**config.mk**
```make
export PLATFORM = sky130hd
export DESIGN_NAME = ddmr_ctrl
export DESIGN_NICKNAME = d
export VERILOG_FILES = /design/src/ddmr_pkg.sv /design/src/ddmr_ctrl.sv
export SDC_FILE = /design/constraint.sdc
export NUM_CORES = 1
export LEC_CHECK = 0
export ABC_AREA = 1
export BUFFER_PORTS_ARGS = -buffer_cell sky130_fd_sc_hd__buf_2
export CORE_AREA = 2 2 108 110
export CTS_CLUSTER_DIAMETER = 80
export DETAILED_ROUTE_END_ITERATION = 16
export DIE_AREA = 0 0 110 112
export HOLD_SLACK_MARGIN = 0.1
export PLACE_DENSITY_LB_ADDON = 0.2
export RECOVER_POWER = 100
export SYNTH_ARGS = -nofsm -noshare
export SYNTH_HDL_FRONTEND = slang
export SYNTH_SLANG_ARGS = --single-unit
```
**constraint.sdc**
```tcl
create_clock -name pclk -period 1.9 [get_ports pclk]
set_clock_uncertainty 0.1 [all_clocks]
set_input_delay 0.475 -clock pclk [delete_from_list [all_inputs] [get_ports pclk]]
set_output_delay 0.475 -clock pclk [all_outputs]
set_load 0.02 [all_outputs]
```
**src/ddmr_pkg.sv**
```systemverilog
// package: mode register programming constants and carriers
package ddmr_pkg;
   // apb register offsets
   localparam logic [7:0] DDMR_CTRL_OFS = 8'h00;
   localparam logic [7:0] DDMR_VALUE_OFS = 8'h04;
   localparam logic [7:0] DDMR_STATUS_OFS = 8'h08;
   // control register fields
   localparam int DDMR_CTRL_START = 0;
   localparam int DDMR_CTRL_ODT = 1;
   localparam int DDMR_CTRL_PD = 2;
   localparam int DDMR_CTRL_RST = 3;
   localparam int DDMR_CTRL_TGT = 4;
   // status register fields
   localparam int DDMR_ST_ERR = 4;
   // base register field positions
   localparam int DDMR_BL_LSB = 0;
   localparam int DDMR_BT_BIT = 3;
   localparam int DDMR_CL_LSB = 4;
   localparam int DDMR_DLLRST_BIT = 8;
   localparam int DDMR_WR_LSB = 9;
   localparam int DDMR_PPD_BIT = 12;
   localparam logic [16:0] DDMR_RSVD_MASK = 17'h1_2084;
   localparam logic [16:0] DDMR_VALUE_RST = 17'h0_0000;
   localparam logic [5:0] DDMR_CTRL_RST_VAL = 6'h00;
   // timing: cycles at the memory clock (same as pclk)
   localparam int DDMR_CK_PERIOD_NS = 10;
   localparam int DDMR_WR_TIME_NS = 15;
   localparam int DDMR_WR_CYC = (DDMR_WR_TIME_NS + DDMR_CK_PERIOD_NS - 1) / DDMR_CK_PERIOD_NS;
   localparam int DDMR_MRD_CYC = 4;
   localparam int DDMR_MOD_CYC = 12;
   localparam int DDMR_SPDEN_CYC = 12;
   localparam int DDMR_XPDLL_CYC = 10;
   localparam int DDMR_DLLK_CYC = 512;
   // command pins, one command cycle
   typedef struct packed {
      logic cs_n;
      logic ras_n;
      logic cas_n;
      logic we_n;
      logic [2:0] bank;
      logic [15:0] addr;
   } ddmr_cmd_t;
   localparam ddmr_cmd_t DDMR_NOP = '{1'b0, 1'b1, 1'b1, 1'b1, 3'h0, 16'h0000};
   typedef enum logic [1:0] {
      DDMR_IDLE = 2'b00,
      DDMR_ISSUE = 2'b01,
      DDMR_GAP = 2'b11
   } ddmr_state_t;
endpackage : ddmr_pkg

```
**src/ddmr_ctrl.sv**
```systemverilog
// module: host-side mode register set sequencer with apb control
//
// Design decisions made here: the APB slave port and the address map.
`timescale 1ns/1ns
// Notes on behaviour
// - set mode only when banks idle, no burst
// - wait mode-to-mode interval between set commands
// - only nop until mode-update interval ends; the sequencer still sends a further set once the mode-to-mode interval ends
// - every set carries full register value
// - keep cke high until power-down interval
// - latency change: wait locked exit interval
// - odt low from set through update interval
// - burst length field, 01 means per-command choice
// - wait dll lock period before reads
// - write recovery only 5,6,7,8,10,12
// - write recovery is time over period, rounded up
// - reserved bits 16,13,7,2 written zero
// - read latency 5 to 10 whole cycles
module ddmr_ctrl
   import ddmr_pkg::*;
#(
   parameter int MRD_CYC = DDMR_MRD_CYC,
   parameter int MOD_CYC = DDMR_MOD_CYC,
   parameter int SPDEN_CYC = DDMR_SPDEN_CYC,
   parameter int XPDLL_CYC = DDMR_XPDLL_CYC,
   parameter int DLLK_CYC = DDMR_DLLK_CYC
) (
   input wire logic pclk,
   input wire logic presetn,
   input wire logic psel,
   input wire logic penable,
   input wire logic pwrite,
   input wire logic [7:0] paddr,
   input wire logic [31:0] pwdata,
   output logic [31:0] prdata,
   output logic pready,
   output logic pslverr,
   input wire logic array_idle,
   output ddmr_cmd_t dram_cmd,
   output logic dram_cke,
   output logic dram_odt,
   output logic dram_reset_n,
   output logic cmd_allowed,
   output logic read_allowed
);
   localparam int CW = 10;

   ddmr_state_t state;
   logic [5:0] ctrl;
   logic [16:0] value;
   logic pend;
   logic err;
   logic [CW-1:0] mrd_cnt;
   logic [CW-1:0] mod_cnt;
   logic [CW-1:0] spd_cnt;
   logic [CW-1:0] xp_cnt;
   logic [CW-1:0] dllk_cnt;
   logic [16:0] next_word;
   logic bad_word;
   logic cl_change;
   logic [2:0] sent_cl;
   logic acc;
   logic wr_acc;

   // smallest permitted recovery code covering the needed cycles
   function automatic logic [2:0] wr_code(input int cyc);
      if (cyc <= 5) return 3'h1;
      else if (cyc <= 6) return 3'h2;
      else if (cyc <= 7) return 3'h3;
      else if (cyc <= 8) return 3'h4;
      else if (cyc <= 10) return 3'h5;
      else return 3'h6;
   endfunction : wr_code

   // read latency codes 1..6 mean 5..10 cycles, half cycles unused
   function automatic logic cl_legal(input logic [2:0] code);
      return (code != 3'h0) && (code != 3'h7);
   endfunction : cl_legal

   // count down to zero, reload on demand
   function automatic logic [CW-1:0] tick(input logic [CW-1:0] c, input logic load,
                                          input int len);
      if (load) return CW'(len);
      else if (c != '0) return c - 1'b1;
      else return c;
   endfunction : tick

   assign acc = psel & penable & ~pready;
   assign wr_acc = acc & pwrite;

   // word placed on the address lines; base register gets fixed fields
   always_comb begin
      next_word = value;
      bad_word = 1'b0;
      if (ctrl[DDMR_CTRL_TGT+:2] == 2'b00) begin
         next_word = value & ~DDMR_RSVD_MASK;
         next_word[DDMR_WR_LSB+:3] = wr_code(DDMR_WR_CYC);
         bad_word = ~cl_legal(value[DDMR_CL_LSB+:3]) | (value[DDMR_BL_LSB+:2] == 2'b11);
      end else begin
         next_word[16] = 1'b0;
      end
   end

   // a latency change needs the locked exit interval afterwards;
   // the shadow already holds the new word, so compare with what the device has
   assign cl_change = (dram_cmd.bank[1:0] == 2'b00) &&
                      (dram_cmd.addr[DDMR_CL_LSB+:3] != sent_cl);

   // latency the device holds now; a device reset forgets it,
   // so the first base register set after one always counts as a change
   always_ff @(posedge pclk or negedge presetn) begin
      if (!presetn) begin
         sent_cl <= 3'h0;
      end else if (!dram_reset_n) begin
         sent_cl <= 3'h0;
      end else if (state == DDMR_ISSUE && dram_cmd.bank[1:0] == 2'b00) begin
         sent_cl <= dram_cmd.addr[DDMR_CL_LSB+:3];
      end
   end

   // apb slave: one wait state, then a registered answer
   always_ff @(posedge pclk or negedge presetn) begin
      if (!presetn) begin
         pready <= 1'b0;
         pslverr <= 1'b0;
         prdata <= 32'h0000_0000;
      end else begin
         pready <= acc;
         pslverr <= acc && (paddr != DDMR_CTRL_OFS) && (paddr != DDMR_VALUE_OFS) &&
                    (paddr != DDMR_STATUS_OFS);
         prdata <= 32'h0000_0000;
         if (acc && !pwrite) begin
            unique case (paddr)
               DDMR_CTRL_OFS: prdata <= {26'h000_0000, ctrl[5:1], pend};
               DDMR_VALUE_OFS: prdata <= {15'h0000, value};
               DDMR_STATUS_OFS: prdata <= {25'h000_0000, dram_odt, dram_cke, err,
                                           spd_cnt == '0, read_allowed, cmd_allowed,
                                           state != DDMR_IDLE};
               default: prdata <= 32'h0000_0000;
            endcase
         end
      end
   end

   // software control bits; start is a request, not a stored bit
   always_ff @(posedge pclk or negedge presetn) begin
      if (!presetn) begin
         ctrl <= DDMR_CTRL_RST_VAL;
      end else if (wr_acc && paddr == DDMR_CTRL_OFS) begin
         ctrl <= {pwdata[5:1], 1'b0};
      end
   end

   // shadow of the value; dll reset bit drops once sent
   always_ff @(posedge pclk or negedge presetn) begin
      if (!presetn) begin
         value <= DDMR_VALUE_RST;
      end else if (ctrl[DDMR_CTRL_RST]) begin
         value <= DDMR_VALUE_RST;
      end else if (wr_acc && paddr == DDMR_VALUE_OFS) begin
         value <= pwdata[16:0];
      end else if (state == DDMR_ISSUE && dram_cmd.bank[1:0] == 2'b00) begin
         value[DDMR_DLLRST_BIT] <= 1'b0;
      end
   end

   // pending request and sticky error; setting beats clearing for err, a start while pend is high is ignored
   always_ff @(posedge pclk or negedge presetn) begin
      if (!presetn) begin
         pend <= 1'b0;
         err <= 1'b0;
      end else begin
         if (wr_acc && paddr == DDMR_CTRL_OFS && pwdata[DDMR_CTRL_START] && !pend) begin
            pend <= 1'b1;
         end else if (state == DDMR_IDLE && pend && bad_word) begin
            pend <= 1'b0; // illegal codes are never sent
         end else if (state == DDMR_ISSUE) begin
            pend <= 1'b0;
         end
         if (state == DDMR_IDLE && pend && bad_word) begin
            err <= 1'b1;
         end else if (wr_acc && paddr == DDMR_STATUS_OFS && pwdata[DDMR_ST_ERR]) begin
            err <= 1'b0;
         end
      end
   end

   // sequencer: idle, one command cycle, mode-to-mode gap
   always_ff @(posedge pclk or negedge presetn) begin
      if (!presetn) begin
         state <= DDMR_IDLE;
      end else begin
         unique case (state)
            DDMR_IDLE: begin
               // power-down or device reset blocks new commands
               if (pend && !bad_word && array_idle && mrd_cnt == '0 && dram_cke &&
                   dram_reset_n) begin
                  state <= DDMR_ISSUE;
               end
            end
            DDMR_ISSUE: state <= DDMR_GAP;
            DDMR_GAP: begin
               if (mrd_cnt <= CW'(1)) state <= DDMR_IDLE;
            end
            default: state <= DDMR_IDLE;
         endcase
      end
   end

   // command pins: the set command for one cycle, nop otherwise
   always_ff @(posedge pclk or negedge presetn) begin
      if (!presetn) begin
         dram_cmd <= DDMR_NOP;
      end else if (state == DDMR_IDLE && pend && !bad_word && array_idle &&
                   mrd_cnt == '0 && dram_cke && dram_reset_n) begin
         dram_cmd.cs_n <= 1'b0;
         dram_cmd.ras_n <= 1'b0;
         dram_cmd.cas_n <= 1'b0;
         dram_cmd.we_n <= 1'b0;
         dram_cmd.bank <= {1'b0, ctrl[DDMR_CTRL_TGT+:2]};
         dram_cmd.addr <= next_word[15:0];
      end else begin
         dram_cmd <= DDMR_NOP;
      end
   end

   // interval counters, loaded in the command cycle; xp_cnt only on a latency change, dllk_cnt only on a dll reset
   always_ff @(posedge pclk or negedge presetn) begin
      if (!presetn) begin
         mrd_cnt <= '0;
         mod_cnt <= '0;
         spd_cnt <= '0;
         xp_cnt <= '0;
         dllk_cnt <= '0;
      end else begin
         mrd_cnt <= tick(mrd_cnt, state == DDMR_ISSUE, MRD_CYC - 1);
         mod_cnt <= tick(mod_cnt, state == DDMR_ISSUE, MOD_CYC - 1);
         spd_cnt <= tick(spd_cnt, state == DDMR_ISSUE, SPDEN_CYC - 1);
         xp_cnt <= tick(xp_cnt, state == DDMR_ISSUE && cl_change, XPDLL_CYC - 1);
         dllk_cnt <= tick(dllk_cnt, state == DDMR_ISSUE && dram_cmd.bank[1:0] == 2'b00 &&
                          dram_cmd.addr[DDMR_DLLRST_BIT], DLLK_CYC - 1);
      end
   end

   // command gates: other commands after update, reads after lock
   always_ff @(posedge pclk or negedge presetn) begin
      if (!presetn) begin
         cmd_allowed <= 1'b0;
         read_allowed <= 1'b0;
      end else begin
         cmd_allowed <= state == DDMR_IDLE && !pend && mod_cnt == '0 &&
                        xp_cnt == '0 && dram_cke;
         read_allowed <= state == DDMR_IDLE && !pend && mod_cnt == '0 &&
                         xp_cnt == '0 && dllk_cnt == '0 && dram_cke;
      end
   end

   // clock enable, termination and device reset pins
   always_ff @(posedge pclk or negedge presetn) begin
      if (!presetn) begin
         dram_cke <= 1'b1;
         dram_odt <= 1'b0;
         dram_reset_n <= 1'b0;
      end else begin
         dram_reset_n <= ~ctrl[DDMR_CTRL_RST];
         // dll lock needs cke high, so power-down also waits for it
         dram_cke <= ~(ctrl[DDMR_CTRL_PD] && spd_cnt == '0 && dllk_cnt == '0 &&
                       state == DDMR_IDLE && !pend &&
                       !(state == DDMR_IDLE && pend));
         // termination forced low across the command and update interval
         dram_odt <= ctrl[DDMR_CTRL_ODT] && state == DDMR_IDLE && mod_cnt == '0 &&
                     !(pend && !bad_word && array_idle && mrd_cnt == '0);
      end
   end
endmodule : ddmr_ctrl

```
==> results of run 1 <==
[where the power goes]
part | total (mW) | switching [mW] | internal [mW]
Clock | 3.11 | 1.19 | 1.92
Sequential | 3.20 | 0.264 | 2.93
Combinational | 1.47 | 0.910 | 0.560
Total | 7.78 | 2.36 | 5.41
[cells in the final DEF (no fill, tap or decap), types with 2 or more instances in the layout]
cell type	n
nand4_1	18
xnor2_1	6
clkinv_4	2
dfstp_2	2
clkinv_2	4
bufinv_16	2
nor2_4	3
clkinvlp_4	6
nand2_1	155
a21oi_1	19
dfrtp_1	120
clkbuf_16	17
o211ai_1	2
buf_2	35
buf_12	5
nor2_2	16
or2_2	4
nand3b_1	4
nand3_1	95
ha_1	11
conb_1	17
nand2_2	2
inv_2	4
inv_1	103
xor2_1	11
clkbuf_1	41
o21ai_0	19
buf_4	8
clkbuf_2	2
nor3_1	12
nor2_1	96
[flip-flops by register name (all words and copies together) (netlist names)]
signal	cells
state	2
err	1
value	17
dram_reset_n	1
read_allowed	1
xp_cnt	10
cmd_allowed	1
mrd_cnt	10
pready	1
dram_cke	1
pend	1
prdata	17
sent_cl	3
ctrl	5
spd_cnt	10
mod_cnt	10
dram_cmd	19
pslverr	1
dllk_cnt	10
dram_odt	1
[layout make-up]
type                       instances  area [um^2]
sequential                       122         3060
clock inverter                    15          151
fill                             951         3970
inverter                         109          412
timing repair buffer              92          509
tap                              143          179
clock buffer                      17          425
multi-input combinational        501         2470
[logic make-up after synthesis]
| family | Yosys count |
|---|---|
| AND/OR/NAND/NOR | 413 |
| buffers and inverters | 138 |
| other | 1 |
| AO/OA/AOI/OAI | 43 |
| adder cells (fa/ha/maj) | 11 |
| flip-flops | 122 |
| XOR/XNOR | 17 |
[what timing repair did]
| item | 4_1_cts | 5_1_grt |
|---|---|---|
| gates resized for setup | 0 | 2 |
| endpoints found under the setup margin | 0 | 6 |
| endpoints found under the hold margin | 25 | 0 |
| hold buffers | 1 | 0 |
[metal layers]
layer / track usage, % / share of wire (%) / up-vias
met5: 0 / 0 / -
met4: 9.87 / 1.6 / 0
met3: 4.92 / 4.9 / 18
met2: 37.5 / 48 / 149
met1: 32.8 / 46 / 2442
li1: - / - / 2521
[worst max path at each step]
stage	from	end	slack (ps)	cells past startpoint
2_1_floorplan	paddr[7]	value[6]	310	9
3_3_place_gp	paddr[7]	value[8]	150	9
3_5_place_dp	paddr[7]	value[9]	130	9
4_1_cts	dram_cke	dram_cke	150	1
5_1_grt	dllk_cnt[5]	dllk_cnt[1]	-30	7
6_report	dllk_cnt[5]	dllk_cnt[6]	150	8
[metrics by stage]
| step | hold WS, ps | power (mW) | setup TNS, ps | std cells |
|---|---|---|---|---|
| floorplan | 79.4 | 4.31 | 0 | 761 |
| global placement | 344 | 4.60 | 0 | 966 |
| detailed placement | 343 | 4.69 | 0 | 966 |
| CTS | 179 | 7.83 | 0 | 999 |
| global route | 201 | 8.22 | -65.1 | 999 |
| finish | 189 | 7.78 | 0 | 999 |
[worst reg2reg max path: cells and delay by family (launching register included)]
family	cells	cell delay, ps
simple gates	5	850
flops	1	400
buf+inv	2	190
compound gates	1	90
==> qor.txt, run 1 <==
Status = finished clean
Vias in the first global route = 5,011
Worst-case reg-to-reg path depth = 8
Synthesized cell area = 6080 um^2
WL/cell = 13.7 um
Max Clock Freq = 572 MHz
Max Cap Viol = 0
Full die area = 12,300 um^2
Final Max Tran Viols = 0
Via count = 5,130
CTS tree = yes
Slew @ Worst Pin = 910 ps
Arrival @ worst endpoint = 1950 ps
YS warnings = 0
Sequential area share after synthesis = 50.2%
Largest net degree at the start of global routing = 37
Area leader, netlist = dfrtp_1
Worst-path maximum fanout = 9
Worst hold endpoint = value[7]
FF-to-FF Start = dllk_cnt[5]
Final core utilization = 64.5%
Post-Route WL = 13.6 mm
Number of flops mapped to enable cells by yosys = 0
Period minus WS final = 1750 ps
Crit path cell chain = nor2_1, nand3_1, nor2_1, nand2_2, inv_1, nand2_1, o21ai_0, inv_1
Port Buf Inserts = 75
Initial core utilization = 54.5%
Mapped Cells = 745
Final Net Count = 900
Chip width = 110 um
Total grt overflow = 0
Peak supply drop = 0.644 mV
Worst path bufs/invs = 2
Count of cell types in the netlist = 37
Post-synthesis async set-or-reset flop share = 100%
CTS H-tree lvls = 4
Clock latency on the worst-skew pair = 420 ps
First-pass DRT Iterations = 4
Placed standard-cell area = 6680 um^2
Reg-to-reg setup timing slack = 150 ps
# DRC = 0
CP required = 2100 ps
CP endpoint kind = flip-flop
Std-Cell Rows = 39
Combinational family with the most area after synthesis = simple AND/OR/NAND/NOR gates
Crit-path slowest cell = dfrtp_1
Worst Hold Depth = 3
Mux contribution to synthesized area = 0%
Share of the synthesized area in the top cell type = 49.4%
Power per cell area = 1080 nW/um^2
Detail Route Antenna Nets = 0
Setup WS post-layout = 150 ps
Synth Flop Type = dfrtp_1
Worst slew margin = 39.3%
First-pass GRT wire length = 23.0 mm
Initial antenna violation count = 0
TritonCTS Buffers = 17
Share of cells above drive strength 1 = 14.1%
Clk sinks = 122
Cell with the most instances after synthesis = nand2_1
Delay-heaviest family, CP = simple AND/OR/NAND/NOR gates
Clk root buf = clkbuf_16
Static Leakage = 3.84 nW
Post-CTS Setup Repair Bufs = 0
Initial detailed-routing violation count = 247
Synth Area in XOR/XNOR = 2.45%
Clock-pin slew reported for the worst setup and hold paths after clock tree synthesis = 60 ps
RePlAce Congestion = 0.888
Min-delay worst type = in2reg
Worst r2r dst = dllk_cnt[6]
Area contributors post-synth = dfrtp_1, nand2_1, nand3_1
Simple-gate share of the synthesized area = 31.2%
Critical hold path startpoint = pwdata[7]
GRT Total Usage = 24.1%
Synth Area in Compound Gates = 3.74%
Vias per cell = 5.14
Mean area per synthesized cell = 8.17 um^2
Layout area overhead = 18.4%
#FFs+latches synth = 122
Final hold vios = 0
Adder-cell share of the synthesized area = 2.26%
Detail Placement HPWL = 9.71 mm
Critical Path Max Stage Delay = 400 ps
Core area = 11,200 um^2
# setup viols final = 0
Commonest cells in the netlist = nand2_1, dfrtp_1, inv_1
Pre-CTS WS = 126 ps
Top-level port count = 108
Final instance area = 7200 um^2
Deepest clock path buffer count = 2
Crit Path Category = reg2reg
CP Launch Type = flip-flop
N_diodes = 0
Die height = 112 um
Tcrit/Tclk final = 92.1%
Note: power is estimated with default switching activity, not from simulation.
==> inputs of run 2 (changes only) <==
==> config.mk (replaced) <==
export PLATFORM = sky130hd
export DESIGN_NAME = ddmr_ctrl
export DESIGN_NICKNAME = d
export VERILOG_FILES = /design/src/ddmr_pkg.sv /design/src/ddmr_ctrl.sv
export SDC_FILE = /design/constraint.sdc
export NUM_CORES = 1
export LEC_CHECK = 0
export ABC_AREA = 1
export CORE_AREA = 2 2 104 106
export CTS_CLUSTER_DIAMETER = 80
export DETAILED_ROUTE_END_ITERATION = 16
export DIE_AREA = 0 0 106 108
export DONT_BUFFER_PORTS = 1
export HOLD_SLACK_MARGIN = 0.1
export PLACE_DENSITY_LB_ADDON = 0.2
export RECOVER_POWER = 25
export SYNTH_ARGS = -nofsm -noshare
export SYNTH_HDL_FRONTEND = slang
export SYNTH_SLANG_ARGS = --single-unit
==> qor.txt, run 2 (same netlist as run 1, synthesis figures left out) <==
CP Launch Type = flip-flop
Status = complete, but fails checks
# setup viols final = 0 (unchanged)
Max Clock Freq = 552 MHz (-3.5%)
Clock-pin slew reported for the worst setup and hold paths after clock tree synthesis = 60 ps (about the same)
Via count = 4,917 (-4.2%)
Initial antenna violation count = 0 (unchanged)
Largest net degree at the start of global routing = 123 (+230%)
Max reg flops = 19 (unchanged)
Setup TNS = 0 ps (unchanged)
TritonCTS Buffers = 17 (unchanged)
CTS resizes = 0 (unchanged)
Detail Route Antenna Nets = 0 (unchanged)
Clk root buf = clkbuf_8
Final hold vios = 122 (+122)
CTS tree = yes
Period minus WS final = 1810 ps (+62.8 ps)
Clock latency on the worst-skew pair = 530 ps (+110 ps)
Share of cells above drive strength 1 = 11.0% (-3.2 points)
Min-delay worst type = in2async
CP endpoint kind = output port
Layout area overhead = 15.8%
Final hold slack = -456 ps (-644 ps)
Final Net Count = 847 (-5.9%)
Hold_buf cts = 19 (+18)
Chip width = 106 um (-3.6%)
Initial detailed-routing violation count = 297 (+20%)
Top Registers = dram_cmd x19, prdata x17, value x17
Clk sinks = 122 (unchanged)
Arrival @ worst endpoint = 1240 ps (-710 ps)
Detail Placement HPWL = 9.00 mm (-7.3%)
CP required = 1320 ps (-780 ps)
Largest reg by FF count = dram_cmd
First-pass GRT wire length = 22.1 mm (-4.1%)
RePlAce Congestion = 0.863 (-2.8%)
WL/cell = 14.1 um (+3.6%)
Deepest clock path buffer count = 2 (unchanged)
Static Leakage = 3.75 nW (-2.3%)
GRT Total Usage = 24.9% (+0.81 points)
Die height = 108 um (-3.6%)
Failing checks = hold timing
Port Buf Inserts = 0 (-100%)
Vias in the first global route = 4,739 (-5.4%)
First-pass DRT Iterations = 8 (+4)
Peak supply drop = 1.00 mV (+56%)
Commonest non-fill, non-tap cell in the layout = nand2_1
Tcrit/Tclk final = 95.4% (+3.3 points)
Core area = 10,200 um^2 (-8.4%)
Final Max Tran Viols = 0 (unchanged)
Power per cell area = 1090 nW/um^2 (+1.1%)
Final instance area = 7050 um^2 (-2.2%)
N_diodes = 0 (unchanged)
Vias per cell = 5.24 (+2.0%)
Placed standard-cell area = 6240 um^2 (-6.5%)
CTS H-tree lvls = 4 (unchanged)
Initial core utilization = 59.5% (+5.0 points)
Total grt overflow = 0 (unchanged)
# DRC = 0 (unchanged)
Top-level port count = 108 (unchanged)
Crit Path Category = reg2out
Post-Route WL = 13.3 mm (-2.7%)
Commonest cells after routing, fill and taps aside = nand2_1, dfrtp_1, inv_1
RSZ-0062 raised after global routing = yes
Worst-path maximum fanout = 3 (-6)
Max Cap Viol = 0 (unchanged)
Std-Cell Rows = 37 (-5.1%)
Full die area = 11,400 um^2 (-7.1%)
==> run 2: cell types whose count changed in the layout (fill, tap and decap cells not counted), moves of 2 or more <==
cell,previous run,this run
inv_2,4,6
dlygate4sd3_1,1,19
clkbuf_8,0,2
buf_4,8,18
clkbuf_1,41,6
buf_2,35,0
clkinvlp_4,6,2
inv_1,103,101
clkinv_4,2,0
clkbuf_2,2,0
buf_12,5,2
==> run 2: repair_timing <==
item | 4_1_cts | 5_1_grt
hold endpoints to repair | 148 | 122
endpoints found under the setup margin | 0 | 5
setup buffers | 0 | 4
==> run 2: path summary, 6_finish.rpt <==
kind / from / endpoint / slack (ps) / cells past startpoint
max: dram_cmd[20] / dram_cmd[19] / 90 / 0
min: presetn / mod_cnt[9] / -460 / 0
max reg2reg: dllk_cnt[0] / dllk_cnt[1] / 180 / 8
min reg2reg: mod_cnt[0] / mod_cnt[0] / 380 / 2
max in group asynchronous: presetn / dram_cmd[20] / 1910 / 0
min in group pclk: paddr[2] / prdata[0] / 130 / 5
==> run 2: power by group <==
part | switching [mW] | internal (mW) | total, mW
registers | 0.262 | 2.94 | 3.20
clock network | 1.08 | 2.02 | 3.10
logic | 0.847 | 0.544 | 1.39
total | 2.19 | 5.50 | 7.69
==> run 2: final cells by class <==
class	instances	area (um^2)
timing repair buffer	39	365
sequential	122	3060
inverter	109	412
multi-input combinational	501	2470
tap	136	170
fill	764	3180
clock buffer	24	450
clock inverter	8	120
==> run 2: metrics by stage <==
step	hold WS, ps	utilization (%)	instances	worst slack [ps]	total power, mW
2_1_floorplan	79.4	-	761	313	4.31
3_3_place_gp	84.7	61.0	884	122	4.49
3_5_place_dp	84.9	61.0	884	77.5	4.56
4_1_cts	-489	68.5	935	50.5	7.74
5_1_grt	-478	68.9	939	-6.24	8.13
6_report	-456	68.9	939	87.4	7.69
==> run 2: routing by layer <==
layer | routed length (um) | part of all wire (%) | up-vias | GRT usage [%]
li1 | - | - | 2416 | -
met1 | 5970 | 45 | 2353 | 33.0
met2 | 6250 | 47 | 133 | 39.3
met3 | 855 | 6.4 | 15 | 6.99
met4 | 208 | 1.6 | 0 | 9.96
met5 | 0 | 0 | - | 0
==> run 2: worst reg2reg max path: cells and delay by family (launching register included) <==
kind	cells	cell delay (ps)
flip-flops	1	390
AO/OA/AOI/OAI	2	220
adder cells (fa/ha/maj)	1	180
buffers and inverters	2	320
AND/OR/NAND/NOR	3	390
